[config.mk]
export PLATFORM = sky130hd
export DESIGN_NAME = bmx_matrix
export DESIGN_NICKNAME = d
export VERILOG_FILES = /design/src/bmx_pkg.sv /design/src/bmx_arb_if.sv /design/src/bmx_matrix.sv /design/src/bmx_decoder.sv /design/src/bmx_arbiter.sv
export VERILOG_INCLUDE_DIRS = /design/src
export SDC_FILE = /design/constraint.sdc
export NUM_CORES = 2
export LEC_CHECK = 0
export BUFFER_PORTS_ARGS = -buffer_cell sky130_fd_sc_hd__buf_2
export CAP_MARGIN = 20
export CORE_AREA = 2 2 509 511
export CTS_CLUSTER_DIAMETER = 30
export DETAILED_ROUTE_END_ITERATION = 6
export DIE_AREA = 0 0 511 513
export GPL_TIMING_DRIVEN = 0
export PLACE_DENSITY_LB_ADDON = 0.25
export RECOVER_POWER = 50
export SLEW_MARGIN = 20
export SYNTH_ARGS = -nofsm -noshare
export SYNTH_HDL_FRONTEND = slang
export SYNTH_SLANG_ARGS = --single-unit
[constraint.sdc]
create_clock -name CORE_CLK -period 8.45 [get_ports CORE_CLK]
set_input_delay 1.2675 -clock CORE_CLK [delete_from_list [all_inputs] [get_ports CORE_CLK]]
set_output_delay 1.2675 -clock CORE_CLK [all_outputs]
set_load 0.01 [all_outputs]
[src/bmx_params.svh]
// constants of the six by six bus matrix: sizes, address map, path table
// assumes AHB-lite style masters and slaves on one clock
`ifndef BMX_PARAMS_SVH
`define BMX_PARAMS_SVH

`define BMX_NM 6
`define BMX_NS 6
`define BMX_AW 32
`define BMX_DW 32

// master indices
`define BMX_M_GDMA 3'h0
`define BMX_M_UDMA 3'h1
`define BMX_M_DDMA 3'h2
`define BMX_M_PDMA 3'h3
`define BMX_M_PIF 3'h4
`define BMX_M_PDF 3'h5

// slave indices
`define BMX_S_ROM 3'h0
`define BMX_S_SRAM 3'h1
`define BMX_S_DREG 3'h2
`define BMX_S_UREG 3'h3
`define BMX_S_EXT 3'h4
`define BMX_S_BRG 3'h5

// bank field and 1 MB area field inside bank 0
`define BMX_BANK_HI 31
`define BMX_BANK_LO 28
`define BMX_AREA_HI 27
`define BMX_AREA_LO 20
`define BMX_BANK_INT 4'h0
`define BMX_BANK_EXT_LO 4'h1
`define BMX_BANK_EXT_HI 4'h8
`define BMX_BANK_BRG 4'hF
`define BMX_AREA_BOOT 8'h00
`define BMX_AREA_SRAM_LO 8'h01
`define BMX_AREA_SRAM_HI 8'h03
`define BMX_AREA_ROM 8'h04
`define BMX_AREA_DREG 8'h05
`define BMX_AREA_UREG 8'h06

// allowed masters per slave, bit n set means master n is wired
`define BMX_PATH_ROM 6'h3B
`define BMX_PATH_SRAM 6'h3F
`define BMX_PATH_DREG 6'h30
`define BMX_PATH_UREG 6'h30
`define BMX_PATH_EXT 6'h3F
`define BMX_PATH_BRG 6'h07

// transfer codes
`define BMX_TR_IDLE 2'h0
`define BMX_TR_BUSY 2'h1
`define BMX_TR_NSEQ 2'h2
`define BMX_TR_SEQ 2'h3
`define BMX_BURST_SINGLE 3'h0
`define BMX_RESP_OKAY 1'h0
`define BMX_RESP_ERR 1'h1

`endif

[src/bmx_pkg.sv]
// types shared by the bus matrix modules
// assumes bmx_params.svh sits in the same folder
`default_nettype none
`include "bmx_params.svh"
package bmx_pkg;
   typedef logic [2:0] bmx_idx_t;

   // data phase of one master port
   typedef enum logic [4:0] {
      BMX_IDLE = 5'h01,
      BMX_DATA = 5'h02,
      BMX_HOLD = 5'h04,
      BMX_ERR1 = 5'h08,
      BMX_ERR2 = 5'h10
   } bmx_dph_t;

   typedef struct packed {
      bmx_dph_t state;
      bmx_idx_t slv;
      logic [`BMX_DW-1:0] rdata;
      logic resp;
   } bmx_mst_t;

   typedef struct packed {
      logic vld;
      bmx_idx_t mst;
   } bmx_own_t;

   typedef struct packed {
      bmx_mst_t [`BMX_NM-1:0] mst;
      bmx_own_t [`BMX_NS-1:0] own;
   } bmx_top_t;

   typedef struct packed {
      bmx_idx_t grant;
   } bmx_arb_t;
endpackage
`default_nettype wire

[src/bmx_arb_if.sv]
// request and grant bundle between the matrix core and one slave arbiter
// assumes the package has been compiled first
`timescale 1ns/1ps
`default_nettype none
`include "bmx_params.svh"
interface bmx_arb_if;
   import bmx_pkg::*;
   logic [`BMX_NM-1:0] req;
   logic [`BMX_NM-1:0] hold;
   logic ready;
   bmx_idx_t grant;
   modport arb (input req, input hold, input ready, output grant);
   modport mst (output req, output hold, output ready, input grant);
endinterface
`default_nettype wire

[src/bmx_matrix.sv]
// six by six multi-layer crossbar, masters and slaves AHB-lite style
// assumes slaves take their HREADY from their own HREADYOUT, single clock
`timescale 1ns/1ps
`default_nettype none
`include "bmx_params.svh"
module bmx_matrix
   import bmx_pkg::*;
(
   // clock and reset
   input wire logic CORE_CLK,
   input wire logic RESET_N,
   // master ports, index as fixed by the master numbering
   input wire logic [`BMX_NM-1:0][1:0] M_HTRANS,
   input wire logic [`BMX_NM-1:0][`BMX_AW-1:0] M_HADDR,
   input wire logic [`BMX_NM-1:0] M_HWRITE,
   input wire logic [`BMX_NM-1:0][2:0] M_HSIZE,
   input wire logic [`BMX_NM-1:0][2:0] M_HBURST,
   input wire logic [`BMX_NM-1:0][`BMX_DW-1:0] M_HWDATA,
   output logic [`BMX_NM-1:0][`BMX_DW-1:0] M_HRDATA,
   output logic [`BMX_NM-1:0] M_HREADY,
   output logic [`BMX_NM-1:0] M_HRESP,
   // slave ports, index as fixed by the slave numbering
   output logic [`BMX_NS-1:0] S_HSEL,
   output logic [`BMX_NS-1:0][1:0] S_HTRANS,
   output logic [`BMX_NS-1:0][`BMX_AW-1:0] S_HADDR,
   output logic [`BMX_NS-1:0] S_HWRITE,
   output logic [`BMX_NS-1:0][2:0] S_HSIZE,
   output logic [`BMX_NS-1:0][2:0] S_HBURST,
   output logic [`BMX_NS-1:0][`BMX_DW-1:0] S_HWDATA,
   output logic [`BMX_NS-1:0][2:0] S_HMASTER,
   input wire logic [`BMX_NS-1:0][`BMX_DW-1:0] S_HRDATA,
   input wire logic [`BMX_NS-1:0] S_HREADYOUT,
   input wire logic [`BMX_NS-1:0] S_HRESP
);
   bmx_top_t st_r;
   bmx_top_t st_nxt;

   logic [`BMX_NM-1:0] hit;
   bmx_idx_t [`BMX_NM-1:0] sidx;
   bmx_idx_t [`BMX_NS-1:0] gnt;
   logic [`BMX_NM-1:0] active;
   logic [`BMX_NM-1:0] pr;
   logic [`BMX_NM-1:0] acc;
   logic [`BMX_NS-1:0][`BMX_NM-1:0] req_ms;
   logic [`BMX_NS-1:0][`BMX_NM-1:0] hold_ms;
   logic [`BMX_NM-1:0][`BMX_DW-1:0] rd;
   logic [`BMX_NM-1:0] rs;
   logic [`BMX_NS-1:0] take;

   // one decoder per master, one arbiter per slave
   genvar gi;
   generate
      for (gi = 0; gi < `BMX_NM; gi++) begin : g_dec
         bmx_decoder #(
            .MIDX(bmx_idx_t'(gi))
         ) u_dec (
            .addr(M_HADDR[gi]),
            .hit(hit[gi]),
            .sidx(sidx[gi])
         );
      end
      for (gi = 0; gi < `BMX_NS; gi++) begin : g_arb
         bmx_arb_if arb_i ();
         assign arb_i.req = req_ms[gi];
         assign arb_i.hold = hold_ms[gi];
         assign arb_i.ready = S_HREADYOUT[gi];
         assign gnt[gi] = arb_i.grant;
         bmx_arbiter u_arb (
            .clk(CORE_CLK),
            .rst_n(RESET_N),
            .arb(arb_i)
         );
      end
   endgenerate

   always_comb begin
      st_nxt = st_r;
      active = '0;
      pr = '0;
      acc = '0;
      req_ms = '0;
      hold_ms = '0;
      rd = '0;
      rs = '0;
      take = '0;
      S_HSEL = '0;
      S_HTRANS = '0;
      S_HADDR = '0;
      S_HWRITE = '0;
      S_HSIZE = '0;
      S_HBURST = '0;
      S_HWDATA = '0;
      S_HMASTER = '0;
      M_HRDATA = '0;
      M_HREADY = '0;
      M_HRESP = '0;

      // data phase state of each master decides if it may issue
      for (int m = 0; m < `BMX_NM; m++) begin
         case (st_r.mst[m].state)
            BMX_IDLE: begin
               pr[m] = 1'b1;
            end
            BMX_DATA: begin
               pr[m] = S_HREADYOUT[st_r.mst[m].slv];
               rd[m] = S_HRDATA[st_r.mst[m].slv];
               rs[m] = S_HRESP[st_r.mst[m].slv];
            end
            BMX_HOLD: begin
               pr[m] = 1'b1;
               rd[m] = st_r.mst[m].rdata;
               rs[m] = st_r.mst[m].resp;
            end
            BMX_ERR1: begin
               pr[m] = 1'b0;
               rs[m] = `BMX_RESP_ERR;
            end
            BMX_ERR2: begin
               pr[m] = 1'b1;
               rs[m] = `BMX_RESP_ERR;
            end
            default: begin
               pr[m] = 1'b0;
            end
         endcase
         active[m] = (M_HTRANS[m] == `BMX_TR_NSEQ) ||
                     (M_HTRANS[m] == `BMX_TR_SEQ);
         for (int s = 0; s < `BMX_NS; s++) begin
            // unwired or unmapped requests never reach a slave
            req_ms[s][m] = active[m] & hit[m] & pr[m] &
                           (sidx[m] == bmx_idx_t'(s));
            // keep the grant through a burst
            hold_ms[s][m] = hit[m] & (sidx[m] == bmx_idx_t'(s)) &
               ((M_HTRANS[m] == `BMX_TR_SEQ) ||
                (M_HTRANS[m] == `BMX_TR_BUSY) ||
                (active[m] && M_HBURST[m] != `BMX_BURST_SINGLE));
         end
      end

      // each slave follows its own granted master
      for (int s = 0; s < `BMX_NS; s++) begin
         S_HSEL[s] = req_ms[s][gnt[s]];
         S_HTRANS[s] = S_HSEL[s] ? M_HTRANS[gnt[s]] : `BMX_TR_IDLE;
         S_HADDR[s] = M_HADDR[gnt[s]];
         S_HWRITE[s] = M_HWRITE[gnt[s]];
         S_HSIZE[s] = M_HSIZE[gnt[s]];
         S_HBURST[s] = M_HBURST[gnt[s]];
         S_HMASTER[s] = gnt[s];
         take[s] = S_HSEL[s] & S_HREADYOUT[s];
         acc[gnt[s]] = acc[gnt[s]] | take[s];
         if (st_r.own[s].vld) begin
            S_HWDATA[s] = M_HWDATA[st_r.own[s].mst];
         end
         if (S_HREADYOUT[s]) begin
            st_nxt.own[s].vld = take[s];
            st_nxt.own[s].mst = gnt[s];
         end
      end

      // answer each master and advance its data phase
      for (int m = 0; m < `BMX_NM; m++) begin
         M_HREADY[m] = pr[m] & (!active[m] | !hit[m] | acc[m]);
         M_HRDATA[m] = rd[m];
         M_HRESP[m] = rs[m];
         if (M_HREADY[m]) begin
            if (active[m] && !hit[m]) begin
               st_nxt.mst[m].state = BMX_ERR1;
            end else if (acc[m]) begin
               st_nxt.mst[m].state = BMX_DATA;
               st_nxt.mst[m].slv = sidx[m];
            end else begin
               st_nxt.mst[m].state = BMX_IDLE;
            end
         end else if (st_r.mst[m].state == BMX_ERR1) begin
            st_nxt.mst[m].state = BMX_ERR2;
         end else if (pr[m] && st_r.mst[m].state != BMX_IDLE) begin
            // slave finished but next address still waits for a grant
            st_nxt.mst[m].state = BMX_HOLD;
            st_nxt.mst[m].rdata = rd[m];
            st_nxt.mst[m].resp = rs[m];
         end
      end
   end

   always_ff @(posedge CORE_CLK or negedge RESET_N) begin
      if (!RESET_N) begin
         st_r <= '0;
         for (int m = 0; m < `BMX_NM; m++) begin
            st_r.mst[m].state <= BMX_IDLE;
         end
      end else begin
         st_r <= st_nxt;
      end
   end
endmodule
`default_nettype wire

[src/bmx_decoder.sv]
// address decoder of one master port, same map for every instance
// assumes the address is the master's current address phase
`timescale 1ns/1ps
`default_nettype none
`include "bmx_params.svh"
module bmx_decoder
   import bmx_pkg::*;
#(
   parameter bmx_idx_t MIDX = `BMX_M_GDMA
) (
   // address phase
   input wire logic [`BMX_AW-1:0] addr,
   // decode result
   output logic hit,
   output bmx_idx_t sidx
);
   logic found;
   logic [`BMX_NM-1:0] mask;
   logic [3:0] bank;
   logic [7:0] area;

   always_comb begin
      bank = addr[`BMX_BANK_HI:`BMX_BANK_LO];
      area = addr[`BMX_AREA_HI:`BMX_AREA_LO];
      found = 1'b1;
      sidx = `BMX_S_ROM;
      if (bank == `BMX_BANK_INT) begin
         if (area == `BMX_AREA_BOOT || area == `BMX_AREA_ROM) begin
            sidx = `BMX_S_ROM;
         end else if (area >= `BMX_AREA_SRAM_LO &&
                      area <= `BMX_AREA_SRAM_HI) begin
            sidx = `BMX_S_SRAM;
         end else if (area == `BMX_AREA_DREG) begin
            sidx = `BMX_S_DREG;
         end else if (area == `BMX_AREA_UREG) begin
            sidx = `BMX_S_UREG;
         end else begin
            found = 1'b0;
         end
      end else if (bank >= `BMX_BANK_EXT_LO &&
                   bank <= `BMX_BANK_EXT_HI) begin
         sidx = `BMX_S_EXT;
      end else if (bank == `BMX_BANK_BRG) begin
         sidx = `BMX_S_BRG;
      end else begin
         found = 1'b0;
      end
      case (sidx)
         `BMX_S_ROM: mask = `BMX_PATH_ROM;
         `BMX_S_SRAM: mask = `BMX_PATH_SRAM;
         `BMX_S_DREG: mask = `BMX_PATH_DREG;
         `BMX_S_UREG: mask = `BMX_PATH_UREG;
         `BMX_S_EXT: mask = `BMX_PATH_EXT;
         `BMX_S_BRG: mask = `BMX_PATH_BRG;
         default: mask = '0;
      endcase
      hit = found & mask[MIDX];
   end
endmodule
`default_nettype wire

[src/bmx_arbiter.sv]
// round robin arbiter of one slave port
// assumes req and hold come from the matrix core on the same clock
`timescale 1ns/1ps
`default_nettype none
`include "bmx_params.svh"
module bmx_arbiter
   import bmx_pkg::*;
(
   // clock and reset
   input wire logic clk,
   input wire logic rst_n,
   // request and grant
   bmx_arb_if.arb arb
);
   bmx_arb_t st_r;
   bmx_arb_t st_nxt;
   logic found;
   int cand;

   assign arb.grant = st_r.grant;

   always_comb begin
      st_nxt = st_r;
      found = 1'b0;
      cand = 0;
      // move only when the slave is ready and no burst is under way
      if (arb.ready && !arb.hold[st_r.grant]) begin
         for (int i = 1; i <= `BMX_NM; i++) begin
            cand = (int'(st_r.grant) + i) % `BMX_NM;
            if (!found && arb.req[cand]) begin
               found = 1'b1;
               st_nxt.grant = bmx_idx_t'(cand);
            end
         end
      end
   end

   always_ff @(posedge clk or negedge rst_n) begin
      if (!rst_n) begin
         st_r <= '0;
      end else begin
         st_r <= st_nxt;
      end
   end
endmodule
`default_nettype wire

==> metrics.md <==
| Metric | Value |
|---|---|
| Cell area after placement | between 0.06 and 0.07 sq mm |
| Clock latency on the worst-skew pair | 0.73 ns |
| Detail Placement HPWL | 340,900 um |
| Power per standard cell area | between 200 and 300 mW/mm^2 |
| Max FO, Critical Path | 10 |
| CTS tree | done |
| Global-route wire length before repair | around 540,000 um |
| Fin crit share | a little over nine tenths |
| Sequential share of the synthesized area | between 10% and 20% |
| Ports | 1,310 |
| Leak | about 27 nW |
| Bufs and invs on worst path | 3 |
| Crit-path cells | buf_2 > clkbuf_1 > a21bo_2 > a221oi_1 > o31a_1 > nor3_2 > nor2b_1 > mux2_2 > mux2i_1 > o21ai_2 > and2_1 > o31ai_2 > o31ai_2 > a311oi_4 > a2111oi_2 > or4_4 > mux2_2 > nor2_1 > nor2_2 > buf_2 |
| Tot Pwr | between 15 and 20 mW |
| Final antenna-violating net count | 0 |
| #FFs+latches synth | between 200 and 300 |
| Maximum vdd drop | ~160 uV |
| H-Tree Depth | 3 |
| Failing checks | max-capacitance violations, max-slew violations |
| Pin count of the biggest net entering global routing | 79 |
| Vias in the first global route | approximately 57,000 |
| GRT overflow | 0 |
| Worst Setup Path Type | in -> out |
| Drt initial violations | roughly 7,000 |
| Final core occ | between 20% and 30% |
| TritonRoute pass-1 iters | 6 |
| Max Cap Viol | 11 |
| Outcome | finished with violations |
| Power share of the clock group | a little over a fifth |
| Hold Fails Final Rpt | 0 |
| Multi-input logic area | roughly 0.040 sq mm |
| Post-route cell area | between 0.06 and 0.07 sq mm |
| CTS root buf | clkbuf_16 |
| Worst-path clk slew | 0.04 ns |
| Final setup fails | 0 |
| Core Area | about 0.26 sq mm |
| Required @ worst endpoint | just over 7 ns |
| Fraction of registers with async set or reset after synthesis | 100.0% |
| Max Root-Sink Buffers | 3 |
| Die Y | 513 um |
| Nets | 7,703 |
| Layout cell share with drive strength beyond 1 | around a third |
| Commonest non-fill, non-tap cell in the layout | buf_2 |
| Post-CTS Hold Fix Bufs | 0 |
| Slew headroom | -183.7% |
| # DRC | 0 |
| Internal Power | between 8 and 9 mW |
| Syn nets | between 6,000 and 7,000 |
| Area of the mapped netlist | 0.04971 sq mm |
| Synthesis-to-layout area growth | 30.51% |
| Initial Util | around a fifth |
| Register area | roughly 0.0072 sq mm |
| Worst-Margin Slew | approximately 4.3 ns |
| Num rows | around 190 |
| Synth unique cells | 96 |
| Sw Pwr | about 9 mW |
| Comb power frac | 68.4% |
| Vias/cell | roughly 5.6 |
| Slew Limit Fails | 219 |
| WP data arrival | ~7.1 ns |
| Final estimated routing congestion in global placement | between 1 and 1.5 |
| Wire per inst | just under 40 um |
| Switching Share | 52.39% |
| Die width | slightly above 500 um |
| # fillers | between 20,000 and 30,000 |
| Vias | 59,520 |
| # clock sinks | between 200 and 300 |
| GRT Total Usage | roughly 30% |
| Commonest non-fill, non-tap cells in the layout | buf_2, mux2i_1, mux4_2 |
| Total Routed Length | 410,500 um |
| Cells after synthesis | about 5,500 |
| Startpoint Class | input pin |
| Crit. End Element | primary output |
| Yosys warns | 0 |
| Seq pwr share | between 10% and 20% |
| Post-synth top flop | dfrtp_1 |
| Total CTS buffers | about 100 |
| Worst hold path class | reg -> reg |
| Worst path max stage delay | around 0.59 ns |
| Slowest cell on crit path | or4_4 |
| Clock Skew | 0.09056 ns |
| Die area | between 0.2 and 0.3 sq mm |
| Port bufs | around 1,300 |
| Fmax achieved | 120.2 MHz |
| EDFF count, synth | 0 |
| Minimum clock period | 8.318 ns |
| Crit path max-delay family | compound AO/OA/AOI/OAI gates |
| Syn Area/Cell | approximately 9 sq um |
| Initial antenna violation count | between 200 and 250 |
| RSZ-0062 raised after global routing | no |
[cells by family after synthesis]
family                   after synthesis  synth area share [%]
multiplexers                        1545                 47.69
AND/OR/NAND/NOR                     1529                 13.92
AO/OA/AOI/OAI                       1290                 15.01
buffers and inverters                740                 5.754
flip-flops                           288                 14.51
adder cells (fa/ha/maj)               89                 2.240
XOR/XNOR                              49                0.8634
[metal layers]
| layer | GRT usage [%] | share of wire [%] | up-vias |
|---|---|---|---|
| met3 | 9.195 | 10 | 1082 |
| met1 | 34.81 | 37 | 30290 |
| met4 | 19.51 | 7.9 | 106 |
| li1 | - | - | 23960 |
| met2 | 47.30 | 45 | 4092 |
| met5 | 0 | 0.16 | - |
[registers in the layout (all words and copies together), names as in the netlist]
signal                 flops
g_arb.u_arb.arb.grant     18
st_r                     270
[metrics by stage]
stage	cells	setup slack (ns)	TNS, ns	hold slack [ns]
after floorplan	5530	1.437	0	0.4580
after global placement	10210	-2.000	-282.20	0.4669
after detailed placement	10230	-1.830	-165.50	0.4759
after CTS	10420	-0.03834	-0.03834	0.4847
after global routing	10490	0.009702	0	0.4939
final	10540	0.1316	0	0.4863
[final timing paths]
path	slack, ns	start	endpoint	cells past startpoint
max in group asynchronous	1.39	RESET_N	st_r[51]$_DFFE_PN0P_	2
hold reg to reg	0.49	st_r[170]$_DFFE_PN0P_	st_r[170]$_DFFE_PN0P_	1
hold / removal	0.49	st_r[170]$_DFFE_PN0P_	st_r[170]$_DFFE_PN0P_	1
setup / recovery	0.13	M_HADDR[95]	M_HREADY[3]	20
setup reg to reg	1.19	g_arb[0].u_arb.arb.grant[2]$_DFFE_PN0P_	st_r[244]$_DFFE_PN0P_	20
min in group asynchronous	2.06	RESET_N	st_r[42]$_DFFE_PN0P_	1
[power groups by stage]
stage	clock network, mW	logic (mW)	registers (mW)
6_report	3.75	11.9	1.75
5_1_grt	3.89	12.3	1.76
4_1_cts	3.81	11.7	1.74
3_5_place_dp	0	11.6	1.76
3_3_place_gp	0	11.5	1.75
2_1_floorplan	0	6.44	1.69
[cell type report]
type                            instances  share of cell area (%)
Antenna cell                          106                  0.4089
Buffer                                524                   3.288
Clock buffer                          159                   4.619
Clock inverter                         25                  0.6982
Inverter                              216                   1.254
Multi-Input combinational cell       4502                   61.73
Sequential cell                       288                   11.12
Tap cell                             3384                   6.527
Timing Repair Buffer                 1336                   10.35
[Yosys cell counts, types with 13 or more instances]
| cell | n | area [sq um] |
|---|---|---|
| o21ai_0 | 548 | 2743 |
| nor3_1 | 47 | 235.2 |
| mux2_2 | 190 | 2140 |
| o211ai_1 | 21 | 157.7 |
| a31oi_1 | 31 | 193.9 |
| buf_2 | 24 | 120.1 |
| mux4_2 | 634 | 14280 |
| nand3_1 | 62 | 310.3 |
| buf_1 | 129 | 484.2 |
| nor4_1 | 19 | 118.9 |
| xor2_1 | 17 | 148.9 |
| dfrtp_1 | 282 | 7057 |
| mux2_1 | 58 | 653.1 |
| xnor2_1 | 32 | 280.3 |
| nor2b_1 | 36 | 225.2 |
| o31ai_1 | 13 | 97.59 |
| and2_1 | 153 | 957.2 |
| nand4_1 | 21 | 131.4 |
| nand2_1 | 580 | 2177 |
| o22ai_1 | 139 | 869.6 |
| ha_1 | 89 | 1114 |
| a21o_1 | 14 | 105.1 |
| mux2i_1 | 663 | 6636 |
| and3_1 | 24 | 150.1 |
| nand2b_1 | 32 | 200.2 |
| clkinv_1 | 13 | 48.80 |
| nor2_1 | 477 | 1790 |
| a21oi_1 | 354 | 1772 |
| inv_1 | 202 | 758.2 |
| clkbuf_1 | 363 | 1363 |
[timing repair]
item / CTS / global route
pin swaps: 8 / 9
resized for setup: 65 / 52
endpoints found under the setup margin: 70 / 6
buffers inserted: 8 / 9
endpoints found under the hold margin: 0 / 0
Note: power is estimated with default switching activity, not from simulation.
